`src/verilog/lsf_pkg.sv`:
```
// lsf_pkg: register map, field positions, reset values and timing for the
// line supervision and feed control block.
// assumes a single 25 MHz core clock and an 8-bit register port.
package lsf_pkg;

  // register offsets
  localparam logic [7:0] LSF_OFS_BATT_FEED   = 8'h42;
  localparam logic [7:0] LSF_OFS_AUTO_MAN    = 8'h43;
  localparam logic [7:0] LSF_OFS_DET_STATUS  = 8'h44;
  localparam logic [7:0] LSF_OFS_LC_DEBOUNCE = 8'h45;
  localparam logic [7:0] LSF_OFS_RT_DEBOUNCE = 8'h46;
  localparam logic [7:0] LSF_OFS_ILIM        = 8'h47;

  // writable bit masks; everything else is reserved and reads zero
  localparam logic [7:0] LSF_MASK_BATT_FEED  = 8'h19;
  localparam logic [7:0] LSF_MASK_AUTO_MAN   = 8'h7F;
  localparam logic [7:0] LSF_MASK_DEBOUNCE   = 8'h7F;
  localparam logic [7:0] LSF_MASK_ILIM       = 8'h07;

  // reset values
  localparam logic [7:0] LSF_RST_BATT_FEED   = 8'h00;
  localparam logic [7:0] LSF_RST_AUTO_MAN    = 8'h1F;
  localparam logic [7:0] LSF_RST_LC_DEBOUNCE = 8'h0A;
  localparam logic [7:0] LSF_RST_RT_DEBOUNCE = 8'h0A;
  localparam logic [7:0] LSF_RST_ILIM        = 8'h00;

  // battery feed control fields
  localparam int LSF_BIT_TRACK     = 0;
  localparam int LSF_BIT_FORCE_BATTERY_HIGH     = 3;
  localparam int LSF_BIT_OVR_RANGE = 4;

  // automatic / manual control fields
  localparam int LSF_BIT_AUTO_OPEN = 0;
  localparam int LSF_BIT_AUTO_LC   = 1;
  localparam int LSF_BIT_AUTO_RT   = 2;
  localparam int LSF_BIT_AUTO_BAT  = 3;
  localparam int LSF_BIT_SPEEDUP   = 4;
  localparam int LSF_BIT_DIFF_MAN  = 5;
  localparam int LSF_BIT_CM_MAN    = 6;

  // linefeed state encoding
  localparam logic [2:0] LSF_LF_OPEN      = 3'h0;
  localparam logic [2:0] LSF_LF_FWD_ACT   = 3'h1;
  localparam logic [2:0] LSF_LF_FWD_OHT   = 3'h2;
  localparam logic [2:0] LSF_LF_TIP_OPEN  = 3'h3;
  localparam logic [2:0] LSF_LF_RINGING   = 3'h4;
  localparam logic [2:0] LSF_LF_REV_ACT   = 3'h5;
  localparam logic [2:0] LSF_LF_REV_OHT   = 3'h6;
  localparam logic [2:0] LSF_LF_RING_OPEN = 3'h7;

  // loop current: base and step in mA
  localparam logic [5:0] LSF_ILIM_BASE_MA = 6'h14;
  localparam logic [5:0] LSF_ILIM_STEP_MA = 6'h03;

  // debounce step time and its length in core clock cycles (rounded up)
  localparam int LSF_CLK_PERIOD_PS = 40000;
  localparam int LSF_DEB_STEP_PS   = 1250000000;
  localparam int LSF_TICK_CYCLES   =
    (LSF_DEB_STEP_PS + LSF_CLK_PERIOD_PS - 1) / LSF_CLK_PERIOD_PS;

endpackage : lsf_pkg

```
`src/verilog/lsf_feed_ctrl.sv`:
```
// lsf_feed_ctrl: battery feed and auto/manual control registers, loop
// closure and ring trip debounce, linefeed shadow state and loop current code.
// assumes the comparator and alarm arrive asynchronously on pins and that the
// linefeed register and voltage settings live elsewhere on the same clock.
`timescale 1ns/1ps

module lsf_feed_ctrl
  import lsf_pkg::*;
#(
  parameter int TICK_CYCLES = LSF_TICK_CYCLES,
  parameter int TICK_W      = 15
) (
  input  wire logic       clk_in,
  input  wire logic       rstn_in,
  input  wire logic [7:0] reg_addr_in,
  input  wire logic       reg_wr_in,
  input  wire logic [7:0] reg_wdata_in,
  input  wire logic       reg_rd_in,
  output logic      [7:0] reg_rdata_out,
  output logic            reg_rvalid_out,
  input  wire logic       detect_raw_n_in,
  input  wire logic       power_alarm_in,
  input  wire logic [2:0] linefeed_state_written_in,
  input  wire logic [5:0] high_battery_setting_in,
  input  wire logic [5:0] low_battery_setting_in,
  input  wire logic [5:0] common_mode_setting_in,
  input  wire logic [5:0] on_hook_voltage_setting_in,
  output logic      [2:0] linefeed_state_actual_out,
  output logic            overhead_range_sel_out,
  output logic            force_battery_high_out,
  output logic      [5:0] battery_target_out,
  output logic      [5:0] battery_floor_out,
  output logic            battery_track_ring_out,
  output logic            cm_force_tip_out,
  output logic            cm_force_ring_out,
  output logic      [5:0] cm_level_out,
  output logic            diff_force_out,
  output logic      [5:0] diff_level_out,
  output logic            speedup_enable_out,
  output logic            low_battery_select_out,
  output logic      [2:0] loop_current_code_out,
  output logic      [5:0] loop_current_ma_out,
  output logic            ring_trip_filtered_out,
  output logic            loop_closure_filtered_out
);

  localparam logic [TICK_W-1:0] TICK_LAST = TICK_W'(TICK_CYCLES - 1);
  logic [7:0]        batt_feed_ff;
  logic [7:0]        auto_man_ff;
  logic [7:0]        lc_deb_ff;
  logic [7:0]        rt_deb_ff;
  logic [7:0]        ilim_ff;
  logic [7:0]        rdata_ff;
  logic              rvalid_ff;
  logic [7:0]        nxt_rdata;
  logic [1:0]        raw_sync_ff;
  logic [1:0]        alarm_sync_ff;
  logic              raw_prev_ff;
  logic              alarm_prev_ff;
  logic [TICK_W-1:0] tick_cnt_ff;
  logic              tick;
  logic [6:0]        deb_cnt_ff [2];
  logic [1:0]        filt_ff;
  logic [1:0]        filt_prev_ff;
  logic [6:0]        deb_int [2];
  logic [1:0]        chan_on;
  logic [2:0]        shadow_ff;
  logic [2:0]        written_prev_ff;
  logic [2:0]        nxt_shadow;
  logic              alarm_rise;
  logic              rt_rise;
  logic              lc_rise;
  logic [5:0]        batt_tgt_ff;
  logic [5:0]        batt_floor_ff;
  logic              cm_tip_ff;
  logic              cm_ring_ff;
  logic              low_bat_ff;
  logic [5:0]        ilim_ma_ff;
  logic [5:0]        nxt_batt_tgt;
  logic              fwd_state;
  logic              rev_state;

  // register writes; reserved positions are masked off
  always_ff @(posedge clk_in)
  begin
    if (!rstn_in)
    begin
      batt_feed_ff <= LSF_RST_BATT_FEED;
      auto_man_ff  <= LSF_RST_AUTO_MAN;
      lc_deb_ff    <= LSF_RST_LC_DEBOUNCE;
      rt_deb_ff    <= LSF_RST_RT_DEBOUNCE;
      ilim_ff      <= LSF_RST_ILIM;
    end
    else if (reg_wr_in)
    begin
      case (reg_addr_in)
        LSF_OFS_BATT_FEED:   batt_feed_ff <= reg_wdata_in & LSF_MASK_BATT_FEED;
        LSF_OFS_AUTO_MAN:    auto_man_ff  <= reg_wdata_in & LSF_MASK_AUTO_MAN;
        LSF_OFS_LC_DEBOUNCE: lc_deb_ff    <= reg_wdata_in & LSF_MASK_DEBOUNCE;
        LSF_OFS_RT_DEBOUNCE: rt_deb_ff    <= reg_wdata_in & LSF_MASK_DEBOUNCE;
        LSF_OFS_ILIM:        ilim_ff      <= reg_wdata_in & LSF_MASK_ILIM;
        default:             ;
      endcase
    end
  end

  // read mux; status shows raw (active low) and both filtered bits
  always_comb
  begin
    case (reg_addr_in)
      LSF_OFS_BATT_FEED:   nxt_rdata = batt_feed_ff;
      LSF_OFS_AUTO_MAN:    nxt_rdata = auto_man_ff;
      LSF_OFS_DET_STATUS:  nxt_rdata = {5'h00, raw_sync_ff[1], filt_ff[1], filt_ff[0]};
      LSF_OFS_LC_DEBOUNCE: nxt_rdata = lc_deb_ff;
      LSF_OFS_RT_DEBOUNCE: nxt_rdata = rt_deb_ff;
      LSF_OFS_ILIM:        nxt_rdata = ilim_ff;
      default:             nxt_rdata = 8'h00;
    endcase
  end

  always_ff @(posedge clk_in)
  begin
    if (!rstn_in)
    begin
      rdata_ff  <= 8'h00;
      rvalid_ff <= 1'b0;
    end
    else
    begin
      rvalid_ff <= reg_rd_in;
      if (reg_rd_in)
        rdata_ff <= nxt_rdata;
    end
  end

  // two flops before anything reads the comparator or the alarm pin
  always_ff @(posedge clk_in)
  begin
    if (!rstn_in)
    begin
      raw_sync_ff   <= 2'h3;
      alarm_sync_ff <= 2'h0;
      raw_prev_ff   <= 1'b1;
      alarm_prev_ff <= 1'b0;
    end
    else
    begin
      raw_sync_ff   <= {raw_sync_ff[0], detect_raw_n_in};
      alarm_sync_ff <= {alarm_sync_ff[0], power_alarm_in};
      raw_prev_ff   <= raw_sync_ff[1];
      alarm_prev_ff <= alarm_sync_ff[1];
    end
  end

  // shared 1.25 ms step tick for both filters
  always_ff @(posedge clk_in)
  begin
    if (!rstn_in || tick)
      tick_cnt_ff <= '0;
    else
      tick_cnt_ff <= tick_cnt_ff + TICK_W'(1);
  end

  assign tick = (tick_cnt_ff == TICK_LAST);

  // one comparator feeds both filters: ring trip while ringing, loop closure
  // otherwise, so only the channel that fits the line state is counting
  assign deb_int[0] = lc_deb_ff[6:0];
  assign deb_int[1] = rt_deb_ff[6:0];
  assign chan_on[0] = (shadow_ff != LSF_LF_RINGING);
  assign chan_on[1] = (shadow_ff == LSF_LF_RINGING);

  // index 0 is loop closure, index 1 is ring trip
  for (genvar ch = 0; ch < 2; ch++)
  begin : g_deb
    always_ff @(posedge clk_in)
    begin
      if (!rstn_in)
      begin
        deb_cnt_ff[ch] <= 7'h00;
        filt_ff[ch]    <= 1'b0;
      end
      else if (!chan_on[ch] || (raw_sync_ff[1] != raw_prev_ff))
        deb_cnt_ff[ch] <= 7'h00;
      else if (deb_cnt_ff[ch] >= deb_int[ch])
        filt_ff[ch] <= ~raw_sync_ff[1];
      else if (tick)
        deb_cnt_ff[ch] <= deb_cnt_ff[ch] + 7'h01;
    end
  end

  assign alarm_rise = alarm_sync_ff[1] & ~alarm_prev_ff;
  assign lc_rise    = filt_ff[0] & ~filt_prev_ff[0];
  assign rt_rise    = filt_ff[1] & ~filt_prev_ff[1];

  // shadow state: a new software write is taken as is, automatic moves
  // override it without touching the written value; alarm wins over detects
  always_comb
  begin
    nxt_shadow = shadow_ff;
    if (linefeed_state_written_in != written_prev_ff)
      nxt_shadow = linefeed_state_written_in;
    if (lc_rise && auto_man_ff[LSF_BIT_AUTO_LC] && shadow_ff == LSF_LF_REV_OHT)
      nxt_shadow = LSF_LF_REV_ACT;
    if (lc_rise && auto_man_ff[LSF_BIT_AUTO_LC] && shadow_ff == LSF_LF_FWD_OHT)
      nxt_shadow = LSF_LF_FWD_ACT;
    if (rt_rise && auto_man_ff[LSF_BIT_AUTO_RT] && shadow_ff == LSF_LF_RINGING)
      nxt_shadow = LSF_LF_FWD_ACT;
    if (alarm_rise && auto_man_ff[LSF_BIT_AUTO_OPEN])
      nxt_shadow = LSF_LF_OPEN;
  end

  // the shadow starts open and then copies each change of the written state, unless an automatic move overrides it
  always_ff @(posedge clk_in)
  begin
    if (!rstn_in)
    begin
      shadow_ff       <= LSF_LF_OPEN;
      written_prev_ff <= LSF_LF_OPEN;
      filt_prev_ff    <= 2'h0;
    end
    else
    begin
      shadow_ff       <= nxt_shadow;
      written_prev_ff <= linefeed_state_written_in;
      filt_prev_ff    <= filt_ff;
    end
  end

  assign fwd_state = (shadow_ff == LSF_LF_FWD_ACT) || (shadow_ff == LSF_LF_FWD_OHT);
  assign rev_state = (shadow_ff == LSF_LF_REV_ACT) || (shadow_ff == LSF_LF_REV_OHT);

  always_comb
  begin
    nxt_batt_tgt = high_battery_setting_in;
    if (auto_man_ff[LSF_BIT_AUTO_BAT] && filt_ff[0] && !batt_feed_ff[LSF_BIT_FORCE_BATTERY_HIGH])
      nxt_batt_tgt = low_battery_setting_in;
  end

  // registered drive to the analogue feed; one cycle behind the registers
  always_ff @(posedge clk_in)
  begin
    if (!rstn_in)
    begin
      batt_tgt_ff   <= 6'h00;
      batt_floor_ff <= 6'h00;
      cm_tip_ff     <= 1'b0;
      cm_ring_ff    <= 1'b0;
      low_bat_ff    <= 1'b0;
      ilim_ma_ff    <= LSF_ILIM_BASE_MA;
    end
    else
    begin
      batt_tgt_ff   <= nxt_batt_tgt;
      batt_floor_ff <= batt_feed_ff[LSF_BIT_TRACK] ? 6'h00 : low_battery_setting_in;
      cm_tip_ff     <= auto_man_ff[LSF_BIT_CM_MAN] & fwd_state;
      cm_ring_ff    <= auto_man_ff[LSF_BIT_CM_MAN] & rev_state;
      low_bat_ff    <= auto_man_ff[LSF_BIT_AUTO_BAT] & filt_ff[0] &
                       ~batt_feed_ff[LSF_BIT_FORCE_BATTERY_HIGH];
      ilim_ma_ff    <= LSF_ILIM_BASE_MA + 6'(ilim_ff[2:0] * LSF_ILIM_STEP_MA);
    end
  end

  assign reg_rdata_out             = rdata_ff;
  assign reg_rvalid_out            = rvalid_ff;
  assign linefeed_state_actual_out = shadow_ff;
  assign overhead_range_sel_out    = batt_feed_ff[LSF_BIT_OVR_RANGE];
  assign force_battery_high_out    = batt_feed_ff[LSF_BIT_FORCE_BATTERY_HIGH];
  assign battery_target_out        = batt_tgt_ff;
  assign battery_floor_out         = batt_floor_ff;
  assign battery_track_ring_out    = batt_feed_ff[LSF_BIT_TRACK];
  assign cm_force_tip_out          = cm_tip_ff;
  assign cm_force_ring_out         = cm_ring_ff;
  assign cm_level_out              = common_mode_setting_in;
  assign diff_force_out            = auto_man_ff[LSF_BIT_DIFF_MAN];
  assign diff_level_out            = on_hook_voltage_setting_in;
  assign speedup_enable_out        = auto_man_ff[LSF_BIT_SPEEDUP];
  assign low_battery_select_out    = low_bat_ff;
  assign loop_current_code_out     = ilim_ff[2:0];
  assign loop_current_ma_out       = ilim_ma_ff;
  assign ring_trip_filtered_out    = filt_ff[1];
  assign loop_closure_filtered_out = filt_ff[0];

  property p_force_batt;
    @(posedge clk_in) disable iff (!rstn_in)
    force_battery_high_out |=> battery_target_out == $past(high_battery_setting_in);
  endproperty
  a_force_batt: assert property (p_force_batt)
    else $error("forced battery target does not follow high battery");

  property p_floor;
    @(posedge clk_in) disable iff (!rstn_in)
    !battery_track_ring_out |=> battery_floor_out == $past(low_battery_setting_in);
  endproperty
  a_floor: assert property (p_floor)
    else $error("battery floor is not the low battery setting");

  property p_cm_tip;
    @(posedge clk_in) disable iff (!rstn_in)
    (auto_man_ff[LSF_BIT_CM_MAN] && shadow_ff == LSF_LF_FWD_ACT) |=> cm_force_tip_out
      && !cm_force_ring_out;
  endproperty
  a_cm_tip: assert property (p_cm_tip)
    else $error("manual common mode did not force tip");

  property p_status_read;
    @(posedge clk_in) disable iff (!rstn_in)
    (reg_rd_in && reg_addr_in == LSF_OFS_DET_STATUS) |=>
      reg_rvalid_out && reg_rdata_out[7:3] == 5'h00 && reg_rdata_out[0] == $past(filt_ff[0]);
  endproperty
  a_status_read: assert property (p_status_read)
    else $error("status read shows reserved bits or wrong loop closure");

  property p_filter_wait;
    @(posedge clk_in) disable iff (!rstn_in)
    $rose(filt_ff[0]) |-> $past(deb_cnt_ff[0] >= deb_int[0] && raw_sync_ff[1] == 1'b0);
  endproperty
  a_filter_wait: assert property (p_filter_wait)
    else $error("loop closure reported before the debounce interval");

  property p_alarm_open;
    @(posedge clk_in) disable iff (!rstn_in)
    (alarm_rise && auto_man_ff[LSF_BIT_AUTO_OPEN]) |=> linefeed_state_actual_out == LSF_LF_OPEN;
  endproperty
  a_alarm_open: assert property (p_alarm_open)
    else $error("power alarm did not open the line");

  property p_ring_trip;
    @(posedge clk_in) disable iff (!rstn_in)
    (rt_rise && auto_man_ff[LSF_BIT_AUTO_RT] && shadow_ff == LSF_LF_RINGING && !alarm_rise)
      |=> linefeed_state_actual_out == LSF_LF_FWD_ACT;
  endproperty
  a_ring_trip: assert property (p_ring_trip)
    else $error("ring trip did not move the line to active");

  property p_ilim_ma;
    @(posedge clk_in) disable iff (!rstn_in)
    ##1 (ilim_ff == $past(ilim_ff)) |-> loop_current_ma_out == 6'(20 + 3 * ilim_ff[2:0]);
  endproperty
  a_ilim_ma: assert property (p_ilim_ma)
    else $error("loop current figure does not match the code");

endmodule : lsf_feed_ctrl

```
`config.mk`:
```
export PLATFORM = sky130hd
export DESIGN_NAME = lsf_feed_ctrl
export DESIGN_NICKNAME = d
export VERILOG_FILES = /design/src/verilog/lsf_pkg.sv /design/src/verilog/lsf_feed_ctrl.sv
export SDC_FILE = /design/constraint.sdc
export NUM_CORES = 1
export LEC_CHECK = 0
export BUFFER_PORTS_ARGS = -buffer_cell sky130_fd_sc_hd__buf_2
export CORE_ASPECT_RATIO = 2
export CORE_MARGIN = 4
export CORE_UTILIZATION = 49
export DETAILED_ROUTE_END_ITERATION = 16
export PLACE_DENSITY = 0.83
export SYNTH_ARGS = -nofsm -noshare
export SYNTH_HDL_FRONTEND = slang
export SYNTH_SLANG_ARGS = --single-unit
```
`constraint.sdc`:
```
create_clock -name clk_in -period 2.15 [get_ports clk_in]
set_input_delay 0.215 -clock clk_in [delete_from_list [all_inputs] [get_ports clk_in]]
set_output_delay 0.215 -clock clk_in [all_outputs]
set_load 0.02 [all_outputs]
```
# Word-level counts from Yosys, hierarchy flattened
# Memories as Yosys holds them, arrays and structs flattened.
# Cells that the tools add are included.
word_totals:
  register_bits: 88
  mem_bits_rw: 14
  input_bits: 49
  output_inout_bits: 55
  memories: 1
op_classes:
  n_addsub: 4
  multipliers: 1
  magnitude_cmp: 2
  n_eq_ne: 15
  mux: 26
  bitwise: 19
  n_reduce_logical: 30
memory_table:
  columns: ["memory", "depth", "word_bits", "read_ports", "rd_ports_with_merged_regs", "write_ports", "line_no", "rtl"]
  rows:
  - ["deb_cnt_ff", 2, 7, 2, 0, 2, "lsf_feed_ctrl.sv:62", "logic [6:0] deb_cnt_ff [2];"]
op_table:
  columns: ["op", "count"]
  rows:
  - ["$eq 8x7->1 const B", 6]
  - ["$pmux 7 s6", 1]
  - ["$mux 7", 4]
  - ["$mux 1", 18]
  - ["$add 15x1->15 const B", 1]
  - ["$eq 15x15->1 const B", 1]
  - ["$add 7x1->7 const B", 2]
  - ["$ge 7x7->1", 2]
  - ["$reduce_and 2->1", 7]
  - ["$eq 3x3->1 const B", 3]
  - ["$logic_and 1x1->1", 8]
  - ["$not 1->1", 8]
  - ["$and 1x1->1", 7]
  - ["$add 5x5->6 const A", 1]
  - ["$mux 3", 2]
  - ["$mux 6", 1]
  - ["$logic_or 1x1->1", 5]
  - ["$mul 3x2->5 const B", 1]
  - ["$reduce_or 5->1", 1]
  - ["$logic_not 1->1", 4]
  - ["$or 1x1->1", 4]
  - ["$reduce_bool 4->1", 1]
  - ["$reduce_or 2->1", 2]
  - ["$reduce_or 4->1", 1]
  - ["6 further kinds", 6]

# Longest topological paths before layout
# Gate-level depths: netlist of the first run.
depth:
  word_depth: 8
  depth_mapped: 8

# Worst setup path after synthesis of the first run
# OpenSTA, ideal clock, no wires.
synth_path:
  path_type: "register to register"
  startpoint: "reg tick_cnt_ff[8]"
  endpoint: "mem deb_cnt_ff[1][0] (enable)"
  arrival_ps: 1833
  required_ps: 1818
  slack_ps: -15
  stages_incl_launch_ff: 5
  path_buffers: 0
  cell_sequence: "dfxtp_1 > or4b_4 > or4_4 > a211oi_2 > nand3b_1"
synth_rtl:
  columns: ["element", "line_no", "rtl"]
  rows:
  - ["start: declaration", "lsf_feed_ctrl.sv:60", "logic [TICK_W-1:0] tick_cnt_ff;"]
  - ["start signal: assignment", "lsf_feed_ctrl.sv:161", "tick_cnt_ff <= tick_cnt_ff + TICK_W'(1);"]
  - ["end: declaration", "lsf_feed_ctrl.sv:62", null]

==> out/metrics.yaml, run 1 <==
status: "complete, but fails checks"
violations: "setup timing"
cts_tree: "yes"
synth_area_leader_cell: "dfxtp_1"
synth_top_area_share_pct: 37.49
async_flop_share_pct: 0
synth.net_count: 535
grt_pass1_vias: 3822
antenna_found_initial: 0
vias: 3591
grt_max_degree: 32
cp_max_fo: 5
die_h_microns: 145.7
start_util_pct: 49.84
critical_path_required_ps: 2210
drt_iter0_drc: 144
fin_crit_sh_pct: 101.9
ys_types: 49
avgSynthCellArea_sq_um: 10.06
nets: 617
die_w_microns: 76.85
max_freq_ghz: 0.4564
skew_ps: 9.255
insertedDiodeCount: 0
clockRootBuffer: "clkbuf_16"
fin_ws_ps: -41.18
path_clk_slew_ps: 60
rsz0062_at_grt: "yes"
p_per_area_nw_per_um2: 697.1
numCtsBuffers: 9
cellLeakagePower_nw: 2.474
hp-class: "in -> reg"
stdcell_area_sq_um: 5468
ant_nets: 0
clock-sinks: 101
die_area_sq_um: 11200
core_area_sq_um: 9321
drive_gt1_share_pct: 23.91
ys_ff_latch: 101
drv_slew: 0
io-pin-count: 104
ys_top_cells_by_area: "dfxtp_1, edfxtp_1, mux2i_1, ha_1, nor2b_1"
critPathKind: "reg -> reg"
layout_common_cells: "dfxtp_1, buf_2, mux2i_1"
cap_viol_max_count: 0
ir_drop_mv: 0.4382
post-route-min-period_ps: 2191
slew_headroom_pct: 63.33
wl_mm: 10.91
htreeDepth: 3
hold_ws_ps: 51.70
grt-ovfl-total: 0
synth_area_sq_um: 4646
drc: 0
finalSetupViolCount: 7
seq_area_frac_synth_pct: 46.54
fillers: 756
first_pass_iters: 4
track_usage_pct: 20.16
placed_cell_area_sq_um: 5140
ys_warn_count: 0
hold_buffers: 0
hold_viol_final: 0
worstSkewPairLatency_ps: 350
grt_pass1_wl_mm: 17.75
mostFrequentLayoutCell: "dfxtp_1"
dp_hpwl_mm: 8.533
multi_input_area_sq_um: 2252
io_buffers: 77
synth_edf_count: 14
postSynthCellCount: 462
seq_area_sq_um: 2165
syn_to_final_growth_pct: 17.69
place_congestion: 0.8630
worst_pin_slew_ps: 545.9
cts_buffer_depth: 2
synthFlopType: "dfxtp_1"
std_cell_rows: 50
routedWlPerCell_microns: 16.73
cp_data_arrival_time_ps: 2250
via_per_inst: 5.508
end_kind: "flip-flop"
cp-start-kind: "flip-flop"
-- cell usage after synthesis (5+ instances only) --
library cell	n
nand2_1	34
clkbuf_1	9
mux2i_1	38
ha_1	23
dfxtp_1	87
o21ai_0	5
inv_1	26
nand2b_1	6
nand3b_1	6
edfxtp_1	14
and2_1	14
a21oi_1	6
nor2_1	39
and3_1	9
nor2b_1	29
nand3_1	18
buf_4	13
xnor2_1	11
a22o_1	8
xor2_1	17
-- registers in the layout, summed over array words and instances, names as in the netlist, 2 cells and up --
name,count
deb_cnt_ff,14
batt_feed_ff,3
auto_man_ff,7
battery_floor_out,6
battery_target_out,6
alarm_sync_ff,2
loop_current_ma_out,6
filt_prev_ff,2
rt_deb_ff,7
lc_deb_ff,7
written_prev_ff,3
reg_rdata_out,7
tick_cnt_ff,15
ilim_ff,3
linefeed_state_actual_out,3
raw_sync_ff,2
-- path summary, 6_finish.rpt --
check                   from  cells after the start  slack (ps)          endpoint
min reg2reg   raw_sync_ff[0]                      1         410    raw_sync_ff[1]
min          detect_raw_n_in                      2          50    raw_sync_ff[0]
max           tick_cnt_ff[7]                      5         -40  deb_cnt_ff[1][2]
max reg2reg   tick_cnt_ff[7]                      5         -40  deb_cnt_ff[1][2]
-- worst max-delay path, cell delays in order, from the launching register on --
cell      delay (ps)
dfxtp_2          320
or4b_4           530
or4_4            550
a211oi_2         190
nand3b_1         180
buf_6            130
-- timing repair --
item	CTS	global route
gates resized for setup	3	7
hold endpoints to repair	0	0
pin swaps	0	6
endpoints found under the setup margin	14	27
setup buffers	2	0
-- layout make-up --
| type | instances | share of cell area [%] |
|---|---|---|
| Inverter | 26 | 1.785 |
| Sequential cell | 101 | 39.59 |
| Tap cell | 104 | 2.380 |
| Clock inverter | 3 | 0.3661 |
| Clock buffer | 12 | 4.691 |
| Multi-Input combinational cell | 308 | 41.19 |
| Timing Repair Buffer | 98 | 10.00 |
-- where the power goes --
group	internal, mW	switching [mW]	leakage (nW)
Sequential	1.96	0.0359	0.868
Combinational	0.132	0.177	1.47
Clock	0.842	0.664	0.139
Total	2.94	0.877	2.47
-- routing by layer --
layer,global-route usage (%),up-vias,share of wire [%]
met2,39.51,123,57
met4,14.07,0,5.6
li1,-,1715,-
met3,5.266,39,4.5
met5,0,-,0
met1,16.55,1714,33
-- cells by family (layout without fill, tap and decap cells) --
kind of cell	count (synthesis)	after routing	share of synthesized area (%)
AOI/OAI and AO/OA	35	35	5.279
buffers and inverters	53	139	5.656
muxes	41	41	9.642
adders and majority gates	24	24	6.625
and+or+nand+nor	179	179	20.90
xor gates and xnor gates	28	28	5.279
other	1	1	0.08072
DFF	101	101	46.54
-- metrics by stage --
stage / worst slack, ps / util (%) / total power, mW / setup TNS, ps / cells
3_5_place_dp: -99.51 / 55.14 / 2.341 / -750.2 / 635
4_1_cts: -35.57 / 58.42 / 3.836 / -205.9 / 652
6_report: -41.18 / 58.66 / 3.812 / -231.0 / 652
2_1_floorplan: -13.74 / - / 2.252 / -96.18 / 462
3_3_place_gp: -27.40 / 55.14 / 2.329 / -191.0 / 635
5_1_grt: -95.76 / 58.66 / 3.944 / -1434 / 652
No activity file was read; power rests on OpenSTA's default activity.
==> run 2: changes to the inputs <==
--- a/config.mk
+++ b/config.mk
@@ -8,9 +8,9 @@
 export BUFFER_PORTS_ARGS = -buffer_cell sky130_fd_sc_hd__buf_2
 export CORE_ASPECT_RATIO = 2
 export CORE_MARGIN = 4
-export CORE_UTILIZATION = 49
+export CORE_UTILIZATION = 35
 export DETAILED_ROUTE_END_ITERATION = 16
-export PLACE_DENSITY = 0.83
+export PLACE_DENSITY = 0.65
 export SYNTH_ARGS = -nofsm -noshare
 export SYNTH_HDL_FRONTEND = slang
 export SYNTH_SLANG_ARGS = --single-unit
==> constraint.sdc (replaced) <==
create_clock -name clk_in -period 1.9 [get_ports clk_in]
set_input_delay 0.19 -clock clk_in [delete_from_list [all_inputs] [get_ports clk_in]]
set_output_delay 0.19 -clock clk_in [all_outputs]
set_load 0.02 [all_outputs]
==> run 2 against run 1 <==
  * The run still ends with setup timing left
  * Combinational power is 18% higher
  * Critical path depth unchanged
  * Clock-buffer cell count is 3 lower
  * Final cell count is 9.5% higher
  * Sequential share of layout area fell by 1.5 points
  * Die area up 37%
  * Highest routed layer unchanged
==> out/metrics.yaml, run 2 (synthesized netlist as in run 1, its figures left out) <==
antenna_found_initial: 0
hold_viol_final: 0
cp_slowest_stage_delay_ps: 550
io-pin-count: 104
syn_to_final_growth_pct: 22.19
wl_met1_mm: 3.534
drv_slew: 0
die_h_microns: 170.9
insertedDiodeCount: 0
die_area_sq_um: 15290
finalSetupViolCount: 28
layout_common_cells: "dfxtp_1, buf_2, nor2_1, mux2i_1, nand2_1"
cp_data_arrival_time_ps: 2240
drive_gt1_share_pct: 25.62
r2r-end: "deb_cnt_ff[1][6]"
hold_buffers: 0
worst_pin_slew_ps: 537.4
critPathCapture: "deb_cnt_ff[1][6]"
cts_buffer_depth: 2
fin_ws_ps: -270.8
wl_mm: 10.81
largest_reg_flops: 15
p_per_area_nw_per_um2: 781.8
multi_input_area_sq_um: 2241
regMostFlops: "tick_cnt_ff"
via_per_inst: 4.989
fin_crit_sh_pct: 114.3
post-route-min-period_ps: 2171
nets: 630
ant_nets: 0
drc: 0
slew_headroom_pct: 63.90
grt_pass1_vias: 3744
mostFrequentLayoutCell: "dfxtp_1"
vias: 3562
critPathKind: "reg -> reg"
ir_drop_mv: 0.7956
path_cells: "or4b_4 -> or4_4 -> a211oi_2 -> nand3b_1 -> buf_12"
reg2reg_slack_ps: -270
wl_met3_microns: 585
end_kind: "flip-flop"
whs_path_depth: 2
clock-sinks: 101
cap_viol_max_count: 0
io_buffers: 77
cp_slowest_cell: "or4_4"
core_area_sq_um: 12990
track_usage_pct: 14.75
drt_iter0_drc: 73
dp.cells: 694
cp-start-kind: "flip-flop"
cellLeakagePower_nw: 2.565
std_cell_rows: 59
top_regs: "tick_cnt_ff x15, deb_cnt_ff x14"
fillers: 1250
critical_path_required_ps: 1970
fin_util_pct: 43.69
htreeDepth: 3
grt_pass1_wl_mm: 17.37
clockRootBuffer: "clkbuf_16"
dp_hpwl_mm: 8.700
worstSkewPairLatency_ps: 350
worstRegToRegCells: 5
first_pass_iters: 4
cp_max_fo: 7
grt-ovfl-total: 0
die_w_microns: 89.47
highest_layer: "met4"
status: "complete, but fails checks"
layout.cells.non_filler: 714
cts_tree: "yes"
hp-class: "in -> reg"
rr_startpoint: "tick_cnt_ff[7]"
routedWlPerCell_microns: 15.13
rsz0062_at_grt: "yes"
seq_area_sq_um: 2165
path_clk_slew_ps: 70
wl_met2_mm: 6.248
max_freq_ghz: 0.4607
violations: "setup timing"
place_congestion: 0.8179
skew_ps: 8.480
crit_start: "tick_cnt_ff[7]"
numCtsBuffers: 9
grt_max_degree: 27
start_util_pct: 35.76
[run 2: what timing repair did]
action,CTS,global route
setup endpoints to repair,28,28
gates resized for setup,6,0
pin swaps,5,0
setup buffers,4,0
[run 2: report_power, final]
| part | switching [mW] | internal, mW |
|---|---|---|
| clock | 0.881 | 0.938 |
| combinational | 0.202 | 0.164 |
| sequential | 0.0361 | 2.22 |
| total | 1.12 | 3.32 |
[run 2: layout make-up]
type | count | area share, %
inverters | 26 | 1.719
well taps | 152 | 3.350
multi-input cells | 308 | 39.48
flip-flops and latches | 101 | 38.13
clock inverters | 7 | 1.411
clock buffers | 9 | 3.967
repair buffers | 111 | 11.95
[run 2: layer usage]
metal  global-route usage [%]  up-vias
li1                         -     1739
met1                    12.49     1686
met2                    29.36      107
met3                    3.711       30
met4                    7.712        0
met5                        0        -
[run 2: worst min-delay path by stage]
stage | endpoint | slack (ps) | start
after floorplan | raw_sync_ff[0] | 290 | detect_raw_n_in
after global placement | raw_sync_ff[0] | 370 | detect_raw_n_in
after detailed placement | raw_sync_ff[0] | 380 | detect_raw_n_in
after CTS | raw_sync_ff[0] | 10 | detect_raw_n_in
after global routing | raw_sync_ff[0] | 10 | detect_raw_n_in
final | raw_sync_ff[0] | 20 | detect_raw_n_in
[run 2: worst max-delay path, delay by kind of cell, from the launching register on]
family,cells,cell delay [ps]
AND/OR/NAND/NOR,3,1260
flip-flops,1,320
AO/OA/AOI/OAI,1,180
buffers and inverters,1,130
[run 2: through the flow]
stage	worst slack (ps)	total power [mW]	TNS (ps)	hold WS (ps)	instance area, sq um
2_1_floorplan	-259.3	2.549	-2151	291.5	4647
3_3_place_gp	-292.2	2.656	-4922	373.8	5308
3_5_place_dp	-349.2	2.667	-5483	379.3	5308
4_1_cts	-273.5	4.503	-5127	10.79	5677
5_1_grt	-336.6	4.629	-6991	12.44	5677
6_report	-270.8	4.438	-4772	20.86	5677
